## src/psg_pkg.sv

```systemverilog
package psg_pkg;
    // clock and time bases
    localparam int CLK_MHZ = 250;
    localparam int DISCHARGE_PIN_ACT_MS = 100;
    localparam int DETACH_RET_US = 200;
    localparam int I2C_IDLE_MS = 1000;
    localparam int SUPPLY_LEAD_US = 100;
    localparam int DISCHARGE_PIN_ACT_CYC = DISCHARGE_PIN_ACT_MS * 1000 * CLK_MHZ;
    localparam int DETACH_RET_CYC = DETACH_RET_US * CLK_MHZ;
    localparam int I2C_IDLE_CYC = I2C_IDLE_MS * 1000 * CLK_MHZ;
    localparam int SUPPLY_LEAD_CYC = SUPPLY_LEAD_US * CLK_MHZ;
    localparam int CNT_W = 32;

    // adc and voltage codes, 1 mV per lsb
    localparam int ADC_W = 12;
    localparam logic [11:0] CC_DETACH_MV = 12'h4b0;
    localparam logic [11:0] NTC_LOW_MV = 12'h190;
    localparam logic [11:0] NTC_HIGH_MV = 12'h960;
    localparam int VREQ_W = 15;
    localparam logic [14:0] VOUT_DEFAULT_MV = 15'h1388;
    localparam logic [14:0] STEP_MIN_MV = 15'h0e10;
    localparam logic [14:0] STEP_MAX_MV = 15'h2ee0;
    localparam logic [14:0] STEP_SIZE_MV = 15'h00c8;

    // adaptive source current range
    localparam logic [1:0] ISRC_MAX = 2'h3;
    localparam logic [1:0] ISRC_MIN = 2'h0;

    // object table sizes
    localparam int NUM_PDO = 7;
    localparam int MAX_PPS = 4;

    // pin function codes
    typedef enum logic [1:0] {
        PSG_FN_OFF = 2'b00,
        PSG_FN_NTC = 2'b01,
        PSG_FN_NTC_OTP = 2'b10,
        PSG_FN_SUPPLY = 2'b11
    } psg_fn_t;

    typedef enum logic [1:0] {
        PSG_SUP_HIGH = 2'b00,
        PSG_SUP_DYN = 2'b01,
        PSG_SUP_INV = 2'b10
    } psg_sup_t;

    // dynamic supply states
    typedef enum logic [1:0] {
        PSG_DS_OFF = 2'b00,
        PSG_DS_LEAD = 2'b01,
        PSG_DS_ON = 2'b10
    } psg_ds_t;

    // vendor message selectors
    localparam logic [2:0] VDM_DIE = 3'h0;
    localparam logic [2:0] VDM_CONN = 3'h1;
    localparam logic [2:0] VDM_ADPT = 3'h2;
    localparam logic [2:0] VDM_VID = 3'h3;
    localparam logic [2:0] VDM_PID = 3'h4;
    localparam logic [2:0] VDM_BCD = 3'h5;
endpackage

```

## src/psg_pin.sv

```systemverilog
`timescale 1ns/1ns
// one general-purpose pin: thermistor ranging, trip and supply control
module psg_pin
    import psg_pkg::*;
#(
    parameter int IDLE_CYC = I2C_IDLE_CYC,
    parameter int LEAD_CYC = SUPPLY_LEAD_CYC
) (
    input wire logic clock,
    input wire logic rst_n,
    input wire logic [1:0] func,
    input wire logic [1:0] sup_mode,
    input wire logic [ADC_W-1:0] pin_mv,
    input wire logic adc_valid,
    input wire logic [7:0] temp,
    input wire logic [7:0] trip_level,
    input wire logic i2c_req,
    input wire logic i2c_act,
    output logic [1:0] isrc,
    output logic otp_trip,
    output logic supply_out,
    output logic i2c_go
);
    psg_ds_t ds;
    logic [CNT_W-1:0] cnt;
    logic ntc_on;

    assign ntc_on = (func == PSG_FN_NTC) || (func == PSG_FN_NTC_OTP);

    // source current stepping on each new sample
    always_ff @(posedge clock or negedge rst_n) begin
        if (!rst_n) begin
            isrc <= ISRC_MIN;
        end else if (!ntc_on) begin
            isrc <= ISRC_MIN;
        end else if (adc_valid) begin
            if (pin_mv < NTC_LOW_MV && isrc != ISRC_MAX) begin
                isrc <= isrc + 2'h1; // RQ9
            end else if (pin_mv > NTC_HIGH_MV && isrc != ISRC_MIN) begin
                isrc <= isrc - 2'h1; // RQ9
            end
        end
    end

    // hardware trip only in the trip variant
    always_ff @(posedge clock or negedge rst_n) begin
        if (!rst_n) begin
            otp_trip <= 1'b0;
        end else begin
            otp_trip <= (func == PSG_FN_NTC_OTP) && (temp > trip_level); // RQ11
        end
    end

    // dynamic supply: power first, start transfer after lead time
    always_ff @(posedge clock or negedge rst_n) begin
        if (!rst_n) begin
            ds <= PSG_DS_OFF;
            cnt <= '0;
        end else if (func != PSG_FN_SUPPLY || sup_mode != PSG_SUP_DYN) begin
            ds <= PSG_DS_OFF;
            cnt <= '0;
        end else begin
            case (ds)
                PSG_DS_OFF: begin
                    cnt <= '0;
                    if (i2c_req) begin
                        ds <= PSG_DS_LEAD; // RQ13
                    end
                end
                PSG_DS_LEAD: begin
                    cnt <= cnt + 1'b1;
                    if (cnt == CNT_W'(LEAD_CYC - 1)) begin
                        ds <= PSG_DS_ON;
                        cnt <= '0;
                    end
                end
                PSG_DS_ON: begin
                    // idle count restarts on any activity
                    if (i2c_act || i2c_req) begin
                        cnt <= '0; // RQ21
                    end else if (cnt == CNT_W'(IDLE_CYC - 1)) begin
                        ds <= PSG_DS_OFF; // RQ14
                    end else begin
                        cnt <= cnt + 1'b1; // RQ21
                    end
                end
                default: begin
                    ds <= PSG_DS_OFF;
                end
            endcase
        end
    end

    // registered pin drive and transfer release
    always_ff @(posedge clock or negedge rst_n) begin
        if (!rst_n) begin
            supply_out <= 1'b0;
            i2c_go <= 1'b0;
        end else begin
            i2c_go <= 1'b0;
            supply_out <= 1'b0;
            if (func == PSG_FN_SUPPLY) begin
                case (sup_mode)
                    PSG_SUP_HIGH: supply_out <= 1'b1; // RQ12
                    PSG_SUP_DYN: begin
                        supply_out <= (ds != PSG_DS_OFF); // RQ12
                        i2c_go <= (ds == PSG_DS_ON); // RQ13
                    end
                    PSG_SUP_INV: supply_out <= 1'b0; // RQ12
                    default: supply_out <= 1'b0;
                endcase
            end
        end
    end

    a_supply_lead: assert property (@(posedge clock) // RQ13
        disable iff (!rst_n) $rose(i2c_go) |-> supply_out)
        else $error("transfer released without supply");
    a_trip_mode: assert property (@(posedge clock) // RQ11
        disable iff (!rst_n) otp_trip |-> $past(func) == PSG_FN_NTC_OTP)
        else $error("trip outside trip mode");
    a_isrc_up: assert property (@(posedge clock) disable iff (!rst_n) // RQ9
        adc_valid && ntc_on && pin_mv < NTC_LOW_MV && isrc != ISRC_MAX
        && $stable(func) |=> isrc == $past(isrc) + 2'h1)
        else $error("source current not raised");
    a_idle_reset: assert property (@(posedge clock) // RQ21
        disable iff (!rst_n) ds == PSG_DS_ON && i2c_act |=> ds == PSG_DS_ON
        || func != PSG_FN_SUPPLY || sup_mode != PSG_SUP_DYN)
        else $error("supply dropped during activity");
    c_dyn_on: cover property (@(posedge clock) disable iff (!rst_n)
        $rose(i2c_go));
    c_dyn_off: cover property (@(posedge clock) disable iff (!rst_n)
        $fell(supply_out) && sup_mode == PSG_SUP_DYN);
endmodule

```

## src/psg_top.sv

```systemverilog
`timescale 1ns/1ns
// ****************************************************************
// Summary of operation
// RQ1: sink discharge pin while both switches off
// RQ2: release discharge pin after limit when unattached
// RQ3: detach when either config line exceeds threshold; code masks detach in type-A mode
// RQ4: restore default output target after detach delay
// RQ5: detach and restore done in hardware only
// RQ6: die over-temperature trip when enabled
// RQ7: return die temperature on vendor request
// RQ8: each pin selects one of four functions
// RQ9: thermistor source current steps by thresholds
// RQ10: pin one connector, pin two adapter temperature
// RQ11: trip-mode compares thermistor temperature to level
// RQ12: supply output follows configured sub-mode
// RQ13: dynamic supply powers before bus transfer
// RQ14: dynamic supply off after idle second
// RQ15: type-A mode keeps load switch closed; code still opens it on protect or over-temperature trips
// RQ16: seven objects with limit type, compensation
// RQ17: at most four programmable objects
// RQ18: step requests clamped, stepped, capped
// RQ19: legacy fast-charge disableable by configuration
// RQ20: identity values returned on discovery
// RQ21: idle timer restarts on any bus activity
// ****************************************************************
module psg_top
    import psg_pkg::*;
#(
    parameter int DISCHARGE_PIN_CYC = DISCHARGE_PIN_ACT_CYC,
    parameter int RET_CYC = DETACH_RET_CYC,
    parameter int IDLE_CYC = I2C_IDLE_CYC,
    parameter int LEAD_CYC = SUPPLY_LEAD_CYC,
    parameter logic [15:0] VENDOR_ID = 16'h1234, // arbitrary value
    parameter logic [15:0] PRODUCT_ID = 16'h0001, // arbitrary value
    parameter logic [15:0] RELEASE_BCD = 16'h0100 // arbitrary value
) (
    input wire logic clock,
    input wire logic rst_n,
    input wire logic [ADC_W-1:0] cc1_mv,
    input wire logic [ADC_W-1:0] cc2_mv,
    input wire logic cc_valid,
    input wire logic attached,
    input wire logic load_sw_req,
    input wire logic discharge_pin_req,
    input wire logic protect_trip,
    input wire logic type_a_mode,
    input wire logic [14:0] vout_req_mv,
    input wire logic vout_req_valid,
    input wire logic [7:0] die_temp,
    input wire logic die_otp_en,
    input wire logic [7:0] die_otp_level,
    input wire logic [1:0] conn_func,
    input wire logic [1:0] conn_sup_mode,
    input wire logic [7:0] conn_trip_level,
    input wire logic [ADC_W-1:0] connector_temp_pin,
    input wire logic [7:0] conn_temp,
    input wire logic [1:0] adpt_func,
    input wire logic [1:0] adpt_sup_mode,
    input wire logic [7:0] adpt_trip_level,
    input wire logic [ADC_W-1:0] adapter_temp_pin,
    input wire logic [7:0] adpt_temp,
    input wire logic adc_valid,
    input wire logic i2c_req,
    input wire logic i2c_act,
    input wire logic [NUM_PDO-1:0] pdo_cc_mode,
    input wire logic [NUM_PDO-1:0] pdo_cable_comp,
    input wire logic [NUM_PDO-1:0] pdo_pps_req,
    input wire logic legacy_fc_en,
    input wire logic [14:0] step_cap_mv,
    input wire logic [14:0] step_req_mv,
    input wire logic step_req_valid,
    input wire logic vdm_req,
    input wire logic [2:0] vdm_sel,
    output logic discharge_pin,
    output logic sink_1ma_en,
    output logic load_sw,
    output logic detach,
    output logic [14:0] vout_target_mv,
    output logic die_otp_trip,
    output logic conn_otp_trip,
    output logic adpt_otp_trip,
    output logic [1:0] conn_isrc,
    output logic [1:0] adpt_isrc,
    output logic connector_supply,
    output logic adapter_supply,
    output logic i2c_go,
    output logic [NUM_PDO-1:0] pdo_cc_eff,
    output logic [NUM_PDO-1:0] pdo_comp_eff,
    output logic [NUM_PDO-1:0] pdo_pps_eff,
    output logic legacy_fc_active,
    output logic vdm_ack,
    output logic [15:0] vdm_data
);
    // ****************************************************************
    // detach detection and default restore
    // ****************************************************************
    logic [CNT_W-1:0] ret_cnt;
    logic ret_pend;
    logic [CNT_W-1:0] dis_cnt;
    logic cc_high;
    logic conn_trip, adpt_trip, conn_sup, adpt_sup, conn_go, adpt_go;
    logic [1:0] c_isrc, a_isrc;
    logic [14:0] step_ok;
    logic [14:0] step_lim;

    // pure comparator, no firmware in the loop
    assign cc_high = cc_valid && ((cc1_mv > CC_DETACH_MV) ||
        (cc2_mv > CC_DETACH_MV)); // RQ3 RQ5

    always_ff @(posedge clock or negedge rst_n) begin
        if (!rst_n) begin
            detach <= 1'b0;
        end else begin
            detach <= cc_high && !type_a_mode; // RQ3 RQ15
        end
    end

    // delay counter toward the default target
    always_ff @(posedge clock or negedge rst_n) begin
        if (!rst_n) begin
            ret_pend <= 1'b0;
            ret_cnt <= '0;
        end else if (detach && !ret_pend) begin
            ret_pend <= 1'b1; // RQ5
            ret_cnt <= '0;
        end else if (ret_pend) begin
            ret_cnt <= ret_cnt + 1'b1;
            if (ret_cnt == CNT_W'(RET_CYC - 2)) begin
                ret_pend <= 1'b0;
            end
        end
    end

    // step request clamp: cap, range, and grid
    always_comb begin
        step_lim = (step_cap_mv < STEP_MAX_MV) ? step_cap_mv : STEP_MAX_MV;
        step_ok = step_req_mv;
        if (step_ok > step_lim) begin
            step_ok = step_lim; // RQ18
        end
        if (step_ok < STEP_MIN_MV) begin
            step_ok = STEP_MIN_MV; // RQ18
        end
        step_ok = step_ok - 15'((step_ok - STEP_MIN_MV) % STEP_SIZE_MV);
    end

    // output voltage target; restore beats any request
    always_ff @(posedge clock or negedge rst_n) begin
        if (!rst_n) begin
            vout_target_mv <= VOUT_DEFAULT_MV;
        end else if (ret_pend && ret_cnt == CNT_W'(RET_CYC - 2)) begin
            vout_target_mv <= VOUT_DEFAULT_MV; // RQ4
        end else if (!ret_pend && !detach) begin
            if (step_req_valid && legacy_fc_en) begin
                vout_target_mv <= step_ok; // RQ18 RQ19
            end else if (vout_req_valid) begin
                vout_target_mv <= vout_req_mv;
            end
        end
    end

    // ****************************************************************
    // load switch and discharge
    // ****************************************************************
    always_ff @(posedge clock or negedge rst_n) begin
        if (!rst_n) begin
            load_sw <= 1'b0;
        end else if (protect_trip || die_otp_trip || conn_otp_trip ||
                     adpt_otp_trip) begin
            load_sw <= 1'b0;
        end else if (type_a_mode) begin
            load_sw <= 1'b1; // RQ15
        end else begin
            load_sw <= load_sw_req && !detach;
        end
    end

    // active time limit protects against an external bus voltage
    always_ff @(posedge clock or negedge rst_n) begin
        if (!rst_n) begin
            dis_cnt <= '0;
        end else if (!discharge_pin_req || attached) begin
            dis_cnt <= '0;
        end else if (dis_cnt != CNT_W'(DISCHARGE_PIN_CYC)) begin
            dis_cnt <= dis_cnt + 1'b1; // RQ2
        end
    end

    always_ff @(posedge clock or negedge rst_n) begin
        if (!rst_n) begin
            discharge_pin <= 1'b0;
            sink_1ma_en <= 1'b0;
        end else begin
            discharge_pin <= discharge_pin_req &&
                (attached || dis_cnt != CNT_W'(DISCHARGE_PIN_CYC)); // RQ2
            sink_1ma_en <= !load_sw && !discharge_pin; // RQ1
        end
    end

    // ****************************************************************
    // temperature and pins
    // ****************************************************************
    always_ff @(posedge clock or negedge rst_n) begin
        if (!rst_n) begin
            die_otp_trip <= 1'b0;
        end else begin
            die_otp_trip <= die_otp_en && (die_temp > die_otp_level); // RQ6
        end
    end

    // identical pin logic, one instance each
    psg_pin #(.IDLE_CYC(IDLE_CYC), .LEAD_CYC(LEAD_CYC)) u_conn (
        .clock(clock), .rst_n(rst_n), .func(conn_func), // RQ8
        .sup_mode(conn_sup_mode), .pin_mv(connector_temp_pin),
        .adc_valid(adc_valid), .temp(conn_temp),
        .trip_level(conn_trip_level), .i2c_req(i2c_req),
        .i2c_act(i2c_act), .isrc(c_isrc), .otp_trip(conn_trip),
        .supply_out(conn_sup), .i2c_go(conn_go));
    psg_pin #(.IDLE_CYC(IDLE_CYC), .LEAD_CYC(LEAD_CYC)) u_adpt (
        .clock(clock), .rst_n(rst_n), .func(adpt_func), // RQ8
        .sup_mode(adpt_sup_mode), .pin_mv(adapter_temp_pin),
        .adc_valid(adc_valid), .temp(adpt_temp),
        .trip_level(adpt_trip_level), .i2c_req(i2c_req),
        .i2c_act(i2c_act), .isrc(a_isrc), .otp_trip(adpt_trip),
        .supply_out(adpt_sup), .i2c_go(adpt_go));

    // outputs re-registered so the top drives from flops
    always_ff @(posedge clock or negedge rst_n) begin
        if (!rst_n) begin
            conn_otp_trip <= 1'b0;
            adpt_otp_trip <= 1'b0;
            conn_isrc <= ISRC_MIN;
            adpt_isrc <= ISRC_MIN;
            connector_supply <= 1'b0;
            adapter_supply <= 1'b0;
            i2c_go <= 1'b0;
        end else begin
            conn_otp_trip <= conn_trip;
            adpt_otp_trip <= adpt_trip;
            conn_isrc <= c_isrc;
            adpt_isrc <= a_isrc;
            // inverted sub-mode flips the level here
            connector_supply <= conn_sup ^ (conn_func == PSG_FN_SUPPLY &&
                conn_sup_mode == PSG_SUP_INV); // RQ12
            adapter_supply <= adpt_sup ^ (adpt_func == PSG_FN_SUPPLY &&
                adpt_sup_mode == PSG_SUP_INV); // RQ12
            i2c_go <= conn_go || adpt_go; // RQ13
        end
    end

    // ****************************************************************
    // power objects and fast charge
    // ****************************************************************
    always_ff @(posedge clock or negedge rst_n) begin
        if (!rst_n) begin
            pdo_cc_eff <= '0;
            pdo_comp_eff <= '0;
            pdo_pps_eff <= '0;
            legacy_fc_active <= 1'b0;
        end else begin
            pdo_cc_eff <= pdo_cc_mode; // RQ16
            pdo_comp_eff <= pdo_cable_comp; // RQ16
            pdo_pps_eff <= '0;
            // first four marked objects win, later marks stay fixed
            for (int i = 0, k = 0; i < NUM_PDO; i++) begin
                if (pdo_pps_req[i] && k < MAX_PPS) begin
                    pdo_pps_eff[i] <= 1'b1; // RQ17
                    k++;
                end
            end
            legacy_fc_active <= legacy_fc_en && attached; // RQ19
        end
    end

    // ****************************************************************
    // vendor message answers
    // ****************************************************************
    always_ff @(posedge clock or negedge rst_n) begin
        if (!rst_n) begin
            vdm_ack <= 1'b0;
            vdm_data <= '0;
        end else begin
            vdm_ack <= vdm_req;
            if (vdm_req) begin
                case (vdm_sel)
                    VDM_DIE: vdm_data <= {8'h00, die_temp}; // RQ7
                    VDM_CONN: vdm_data <= {8'h00, conn_temp}; // RQ10
                    VDM_ADPT: vdm_data <= {8'h00, adpt_temp}; // RQ10
                    VDM_VID: vdm_data <= VENDOR_ID; // RQ20
                    VDM_PID: vdm_data <= PRODUCT_ID; // RQ20
                    VDM_BCD: vdm_data <= RELEASE_BCD; // RQ20
                    default: vdm_data <= 16'h0000;
                endcase
            end
        end
    end

    // ****************************************************************
    // checks
    // ****************************************************************
    a_detach_flag: assert property (@(posedge clock) // RQ3
        disable iff (!rst_n) cc_high && !type_a_mode |=> detach)
        else $error("detach not flagged");
    a_default_restore: assert property (@(posedge clock) // RQ4
        disable iff (!rst_n)
        $rose(ret_pend) |-> ##[1:1000] vout_target_mv == VOUT_DEFAULT_MV)
        else $error("default target not restored");
    a_sink_when_off: assert property (@(posedge clock) // RQ1
        disable iff (!rst_n) !load_sw && !discharge_pin |=> sink_1ma_en)
        else $error("sink not enabled");
    a_die_trip: assert property (@(posedge clock) disable iff (!rst_n) // RQ6
        die_otp_en && die_temp > die_otp_level |=> die_otp_trip)
        else $error("die trip missed");
    a_type_a_closed: assert property (@(posedge clock) // RQ15
        disable iff (!rst_n) type_a_mode && !protect_trip && !die_otp_trip
        && !conn_otp_trip && !adpt_otp_trip |=> load_sw)
        else $error("load switch open in type-a mode");
    a_pps_count: assert property (@(posedge clock) // RQ17
        disable iff (!rst_n) $countones(pdo_pps_eff) <= MAX_PPS)
        else $error("too many programmable objects");
    a_step_range: assert property (@(posedge clock) // RQ18
        disable iff (!rst_n)
        step_req_valid && legacy_fc_en && !ret_pend && !detach
        |=> vout_target_mv >= STEP_MIN_MV && vout_target_mv <= STEP_MAX_MV)
        else $error("step target out of range");
    a_vdm_die: assert property (@(posedge clock) disable iff (!rst_n) // RQ7
        vdm_req && vdm_sel == VDM_DIE |=> vdm_ack
        && vdm_data[7:0] == $past(die_temp))
        else $error("die temperature answer wrong");
    a_discharge_pin_limit: assert property (@(posedge clock) // RQ2
        disable iff (!rst_n) dis_cnt == CNT_W'(DISCHARGE_PIN_CYC) && !attached
        |=> !discharge_pin) else $error("discharge held too long");
    c_detach: cover property (@(posedge clock) disable iff (!rst_n)
        $rose(detach));
    c_discharge_pin_release: cover property (@(posedge clock) disable iff (!rst_n)
        $fell(discharge_pin) && discharge_pin_req);
    c_vdm_id: cover property (@(posedge clock) disable iff (!rst_n)
        vdm_req && vdm_sel == VDM_VID);
endmodule

```

## config.mk

```make
export PLATFORM = sky130hd
export DESIGN_NAME = psg_top
export DESIGN_NICKNAME = d
export VERILOG_FILES = /design/src/psg_pkg.sv /design/src/psg_pin.sv /design/src/psg_top.sv
export SDC_FILE = /design/constraint.sdc
export NUM_CORES = 1
export LEC_CHECK = 0
export ABC_AREA = 0
export BUFFER_PORTS_ARGS = -buffer_cell sky130_fd_sc_hd__buf_2
export CAP_MARGIN = 20
export CORE_UTILIZATION = 58
export DETAILED_ROUTE_END_ITERATION = 12
export MAX_ROUTING_LAYER = met4
export PLACE_DENSITY = 0.83
export SETUP_SLACK_MARGIN = 0.15
export SYNTH_ARGS = -nofsm -noshare
export SYNTH_HDL_FRONTEND = slang
export SYNTH_SLANG_ARGS = --single-unit
```

## constraint.sdc

```tcl
create_clock -name clock -period 4 [get_ports clock]
set_input_delay 0.6 -clock clock [delete_from_list [all_inputs] [get_ports clock]]
set_output_delay 0.6 -clock clock [all_outputs]
set_load 0.02 [all_outputs]
```

Word level (Yosys, flattened, before mapping)
Index checks and enable logic that the tools add are counted.

Input bits: 189. Bits in registers: 211.

Bitwise gates (word level): 2. Add/sub/neg operators: 15. Reductions and logical operators: 65. Muxes and demuxes: 67. Magnitude comparators: 18. Eq/ne operators: 45. Divide/modulo/power cells: 1.

Operators by type and width (number): 2-to-1 mux 32 bit (17); case mux 32 bit (3 select lines) (2); < comparator 32 x 4 -> 1 bit, second input constant (5); adder 32 x 1 -> 32 bit, second input constant (4); adder 32 x 2 -> 32 bit, second input constant (4); 2-to-1 mux 15 bit (7); case mux 13 bit (6 select lines) (1); == test 32 x 15 -> 1 bit, second input constant (2); == test 32 x 28 -> 1 bit, second input constant (2); 2-to-1 mux 2 bit (17); == test 32 x 16 -> 1 bit, second input constant (1); != test 32 x 25 -> 1 bit, second input constant (1); logical AND 1 bit (25); greater-than comparator 12 x 11 -> 1 bit, second input constant (2); greater-than comparator 12 bit, second input constant (2); greater-than comparator 8 bit (3); < comparator 12 x 9 -> 1 bit, second input constant (2); 2-to-1 mux 1 bit (19); == test 2 bit, second input constant (8); greater-than comparator 15 bit (1); < comparator 15 x 12 -> 1 bit, second input constant (1); < comparator 15 x 14 -> 1 bit, second input constant (1); remainder unit 15 x 8 -> 15 bit, second input constant (1); subtractor 15 x 12 -> 15 bit, second input constant (1); 27 further kinds (84).

Depth between registers and ports, before layout
Word-level depth: 19. Mapped depth: 58. Gate-level depth less buffers: 52.

Cells and area by module
Synthesis repeated with hierarchy kept, for this count alone.

Cells, all modules: 1701. Area total of the unflattened synthesis: 14853.0 um^2.

By module, submodules not included: psg_top (area each 9347.7 um^2, instances 1, cells an instance 1097); psg_pin (area each 2752.6 um^2, instances 2, cells an instance 302).

Least setup slack after synthesis
No wires, ideal clock.

Kind: input to register. Start: input step_cap_mv[10]. End: register vout_target_mv[14]. Required time: 3.866 ns. Path slack: -7.561 ns. Setup time: 0.134 ns. Arrival time: 11.427 ns. Stages on the path: 55. Path through: nand4_1 > o21ai_0 > nor2_1 > ha_1 > nand4_1 > or4_4 > o211a_2 > or3_1 > buf_2 > a22o_4 > nand2_1 > o211ai_1 > inv_1 > ha_1 > buf_1 > o21ai_0 > mux2_2 > and3_1 > [19 not listed] > o22a_1 > ha_1 > o21ai_0 > nand2b_1 > a21o_1 > a21o_1 > a21o_1 > a21o_1 > a21oi_1 > nor2b_1 > o21a_1 > o21ai_0 > nand2b_1 > a21oi_1 > xor2_1 > nor2_1 > a21oi_1 > o21ai_0.

Word-level cells in the longest chain between the ends: 12.

Ends and longest elaborated chain: from (decl) (line psg_top.sv:69) `input wire logic [14:0] step_cap_mv,`; < comparator 15 x 14 -> 1 bit (line psg_top.sv:136) `step_lim = (step_cap_mv < STEP_MAX_MV) ? step_cap_mv : STEP_MAX_MV;`; 2-to-1 mux 15 bit * (line psg_top.sv:136); greater-than comparator 15 bit (line psg_top.sv:138) `if (step_ok > step_lim) begin`; 2-to-1 mux 15 bit * (line psg_top.sv:138); < comparator 15 x 12 -> 1 bit (line psg_top.sv:141) `if (step_ok < STEP_MIN_MV) begin`; 2-to-1 mux 15 bit * (line psg_top.sv:141); subtractor 15 x 12 -> 15 bit (line psg_top.sv:144) `step_ok = step_ok - 15'((step_ok - STEP_MIN_MV) % STEP_SIZE_MV);`; remainder unit 15 x 8 -> 15 bit (line psg_top.sv:144); subtractor 15 bit * (line psg_top.sv:144); 2-to-1 mux 15 bit * (line psg_top.sv:154) `if (step_req_valid && legacy_fc_en) begin`; 2-to-1 mux 15 bit * (line psg_top.sv:153) `end else if (!ret_pend && !detach) begin`; 2-to-1 mux 15 bit * (line psg_top.sv:151) `end else if (ret_pend && ret_cnt == CNT_W'(RET_CYC - 2)) begin`; to (signal assigned) (line psg_top.sv:155) `vout_target_mv <= step_ok;`; to (signal assigned) (line psg_top.sv:157) `vout_target_mv <= vout_req_mv;`; to (decl) (line psg_top.sv:78) `output logic [14:0] vout_target_mv,`.

Mark *: on every way between the ends. The rest lies on a longest branch, timed or not. The select of a mux whose other input is x is not followed. A chain may end at the register's enable or synchronous reset.

Worst setup path in the final report
Start: input step_cap_mv[13]. End: register vout_target_mv[13].

The elaborated chain is that of the path after synthesis.

==> summary.md <==
| Metric | Value |
|---|---|
| Vias in the first global route | around 16k |
| Slew Limit Fails | 0 |
| Main combinational cell family by area after synthesis | simple AND/OR/NAND/NOR gates |
| Power Dens Cells | 1146 nW/um^2 |
| Setup slack, reg-to-reg | 0.55 ns |
| # setup viols final | 12 |
| RR Startpoint | u_conn.cnt[0]$_DFFE_PN0P_ |
| Fraction of layout cells with a size suffix above 1 | 0.3336 |
| Post-synth top flop | dfrtp_1 |
| Row count | 57 |
| Compound-Gate Fraction of Synth Area | 0.1994 |
| Synth Area in XOR/XNOR | 0.05417 |
| #FFs+latches synth | approximately 200 |
| Average cell area after synthesis | 8.574 sq um |
| Post-Synth Simple-Gate Area | 0.2578 |
| Placer Congestion | 0.9335 |
| WL per Instance | 17.77 um |
| Slew margin rel. | 0.3924 |
| Clk sinks | 205 |
| Clk Latency, worst-skew pair | 0.52 ns |
| Area growth syn-to-layout | 36.49% |
| Largest net degree at the start of global routing | 100 |
| Via density | 6.118 |
| DIE WIDTH | 160.4 um |
| Mux cell area share after synthesis | 0.02932 |
| Initial Util | 0.5948 |
| Leak Pwr | around 9.2 nW |
| Critical Path End Type | flip-flop |
| Synth Area in Adders | 0.06836 |
| Critical path type | input port to flip-flop |
| Fmax | 0.09304 GHz |
| Post-synth EDFFs | 0 |
| TNS Setup | -72.53 ns |
| Final Hold Vio Count | 0 |
| Post-detailed-route count of antenna-violating nets | 0 |
| Final cycle utilization of the critical path | 2.687 |
| RSZ-0062 raised after global routing | yes |
| Status | finished, violations left |
| Distinct cells, synth | between 100 and 150 |
| Commonest cells in the netlist | dfrtp_1, nor2_1, nand2_1 |
| Worst Skew | ~0.026 ns |
| NumNets Final | 2,506 |
| Crit path top cell by count | a21o_1 |
| CP Data Arrival Time | 11.13 ns |
| Register area share after synthesis | 0.3530 |
| R2R cell count | 12 |
| Hold crit path type | input port to async pin |
| Core Area | 24,460 sq um |
| Worst-path fanout max | 8 |
| Failing checks | setup timing |
| CTS max path bufs | 3 |
| Post-Route WL | 45.86 mm |
| Post-Layout Cell Count | between 2k and 3k |
| Gate Count Post-Synth | between 1.5k and 2k |
| Detailed Place HPWL | 31.99 mm |
| CP max stage delay | 0.53 ns |
| Cts hold-fix bufs | 0 |
| Final Total Pwr | ~23 mW |
| Worst R2R End | u_conn.cnt[28]$_DFFE_PN0P_ |
| Port-buffer cells | roughly 250 |
| Crit-path slowest cell | or4_4 |
| CP startpoint | step_cap_mv[13] |
| Worst Slack Setup Final | -6.748 ns |
| GR Overflow Total | 0 |
| Largest cells by area after synthesis | dfrtp_1, ha_1, nor2_1, nand3_1, o21ai_0 |
| Min Tclk post-route | 10.75 ns |
| Iter 0 DRT Violations | 1,357 |
| TritonRoute pass-1 iters | 5 |
| WP depth | 54 |
| Register Area | ~5100 sq um |
| Area leader, netlist | dfrtp_1 |
| CTS tree | done |
| First-pass GRT wire length | 73.18 mm |
| Initial antenna violation count | 0 |
| Worst Path Buf+Inv | 6 |
| Worst EP required | between 4 and 5 ns |
| Ports | 257 |
| Asr flop ratio synth | 1.000 |
| Synth warn | 0 |
| Via count | between 15k and 20k |
| CTS Buf Count | 24 |
| Maxcap violations | 0 |
| Filler cell count | 1,508 |
| Reg clk slew, reported paths | 0.06 ns |
| Worst Tran Pin Value | 0.9092 ns |
| H-tree depth | 1 |
| Die Height | 160.4 um |
| Peak supply drop | 1.829 mV |
| Post-Syn Area | 14,550 sq um |
| Proportion of netlist area held by the largest area contributor | 0.3440 |
| DP Cell Count | 2,481 |
| GRT Total Usage | 0.3501 |
| Crit start category | input port |
| Fin util | 0.8119 |
| Die area | ~26,000 sq um |
| # DRC | 0 |
| Most common cell in the synthesized netlist | dfrtp_1 |
| Delay-heaviest family, CP | simple AND/OR/NAND/NOR gates |
| Number of inserted diodes | 0 |
| Clock root cell | clkbuf_16 |
| Footprint of the multi-input gates | around 9500 sq um |
cell families (layout without fill, tap and decap cells):
logic type,after synthesis,after routing
AND/OR/NAND/NOR,729,729
AO/OA/AOI/OAI,424,424
flip-flops,205,205
buffers and inverters,127,678
XOR/XNOR,90,90
adder cells (fa/ha/maj),80,80
multiplexers,40,40
other,2,11
cell type report:
| cell class | instances | area share |
|---|---|---|
| repair buffers | 561 | 0.1857 |
| clock buffers | 32 | 0.03478 |
| well taps | 324 | 0.02041 |
| clock inverters | 11 | 0.01014 |
| multi-input cells | 1374 | 0.4763 |
| flip-flops and latches | 205 | 0.2586 |
| inverters | 74 | 0.01411 |
stage by stage:
| step | cell area, sq um | worst slack (ns) | hold slack, ns |
|---|---|---|---|
| final | 19860 | -6.748 | 0.1532 |
| after global routing | 19860 | -7.163 | 0.1753 |
| after CTS | 19560 | -6.275 | 0.1685 |
| after detailed placement | 17990 | -7.127 | 0.3543 |
| after global placement | 17990 | -6.778 | 0.3327 |
| after floorplan | 14700 | -6.944 | 0.3044 |
sequential cells by signal, indices dropped and copies added, names as in the netlist, 7 cells and up:
register        flops
dis_cnt            32
pdo_cc_eff          7
pdo_comp_eff        7
pdo_pps_eff         7
ret_cnt            32
u_adpt.cnt         32
u_conn.cnt         32
vdm_data           10
vout_target_mv     15
how the worst max path moves through the flow:
| stage | to | slack (ns) |
|---|---|---|
| 2_1_floorplan | vout_target_mv[14]$_DFFE_PN0P_ | -6.94 |
| 3_3_place_gp | vout_target_mv[14]$_DFFE_PN0P_ | -6.78 |
| 3_5_place_dp | vout_target_mv[14]$_DFFE_PN0P_ | -7.13 |
| 4_1_cts | vout_target_mv[14]$_DFFE_PN0P_ | -6.28 |
| 5_1_grt | vout_target_mv[13]$_DFFE_PN0P_ | -7.16 |
| 6_report | vout_target_mv[13]$_DFFE_PN0P_ | -6.75 |
layer usage:
| layer | track usage | up-vias | share of wire |
|---|---|---|---|
| met3 | 0.03461 | 180 | 0.053 |
| met5 | - | - | 0 |
| met2 | 0.6129 | 660 | 0.51 |
| met4 | 0.1251 | 0 | 0.038 |
| li1 | - | 7338 | - |
| met1 | 0.4182 | 7612 | 0.40 |
where the power goes:
part | total (mW) | switching (mW) | internal (mW)
Clock | 2.41 | 0.873 | 1.54
Sequential | 2.32 | 0.0958 | 2.22
Combinational | 18.0 | 8.27 | 9.76
timing repair:
item | 4_1_cts | 5_1_grt
pin swaps | 40 | 26
endpoints found under the setup margin | 12 | 13
gates resized for setup | 77 | 32
setup buffers | 41 | 15
layout by cell type (no fill, tap or decap), types with 17 or more instances in the layout:
cell,Yosys,routed
a21o_1,19,18
a21oi_1,91,82
and2_1,18,17
and3_1,38,36
buf_2,6,246
buf_4,6,299
clkbuf_16,0,24
dfrtp_1,200,200
ha_1,77,73
inv_1,73,71
mux2i_1,21,19
nand2_1,127,126
nand2b_1,24,24
nand3_1,118,112
nand4_1,42,42
nor2_1,178,173
nor2b_1,25,21
nor3_1,40,35
nor4_1,27,24
o211ai_1,27,27
o21ai_0,104,91
o22ai_1,18,17
o31ai_1,18,17
or3_1,27,24
xnor2_1,46,41
xor2_1,44,44
Power figures use the tool's default switching activity.
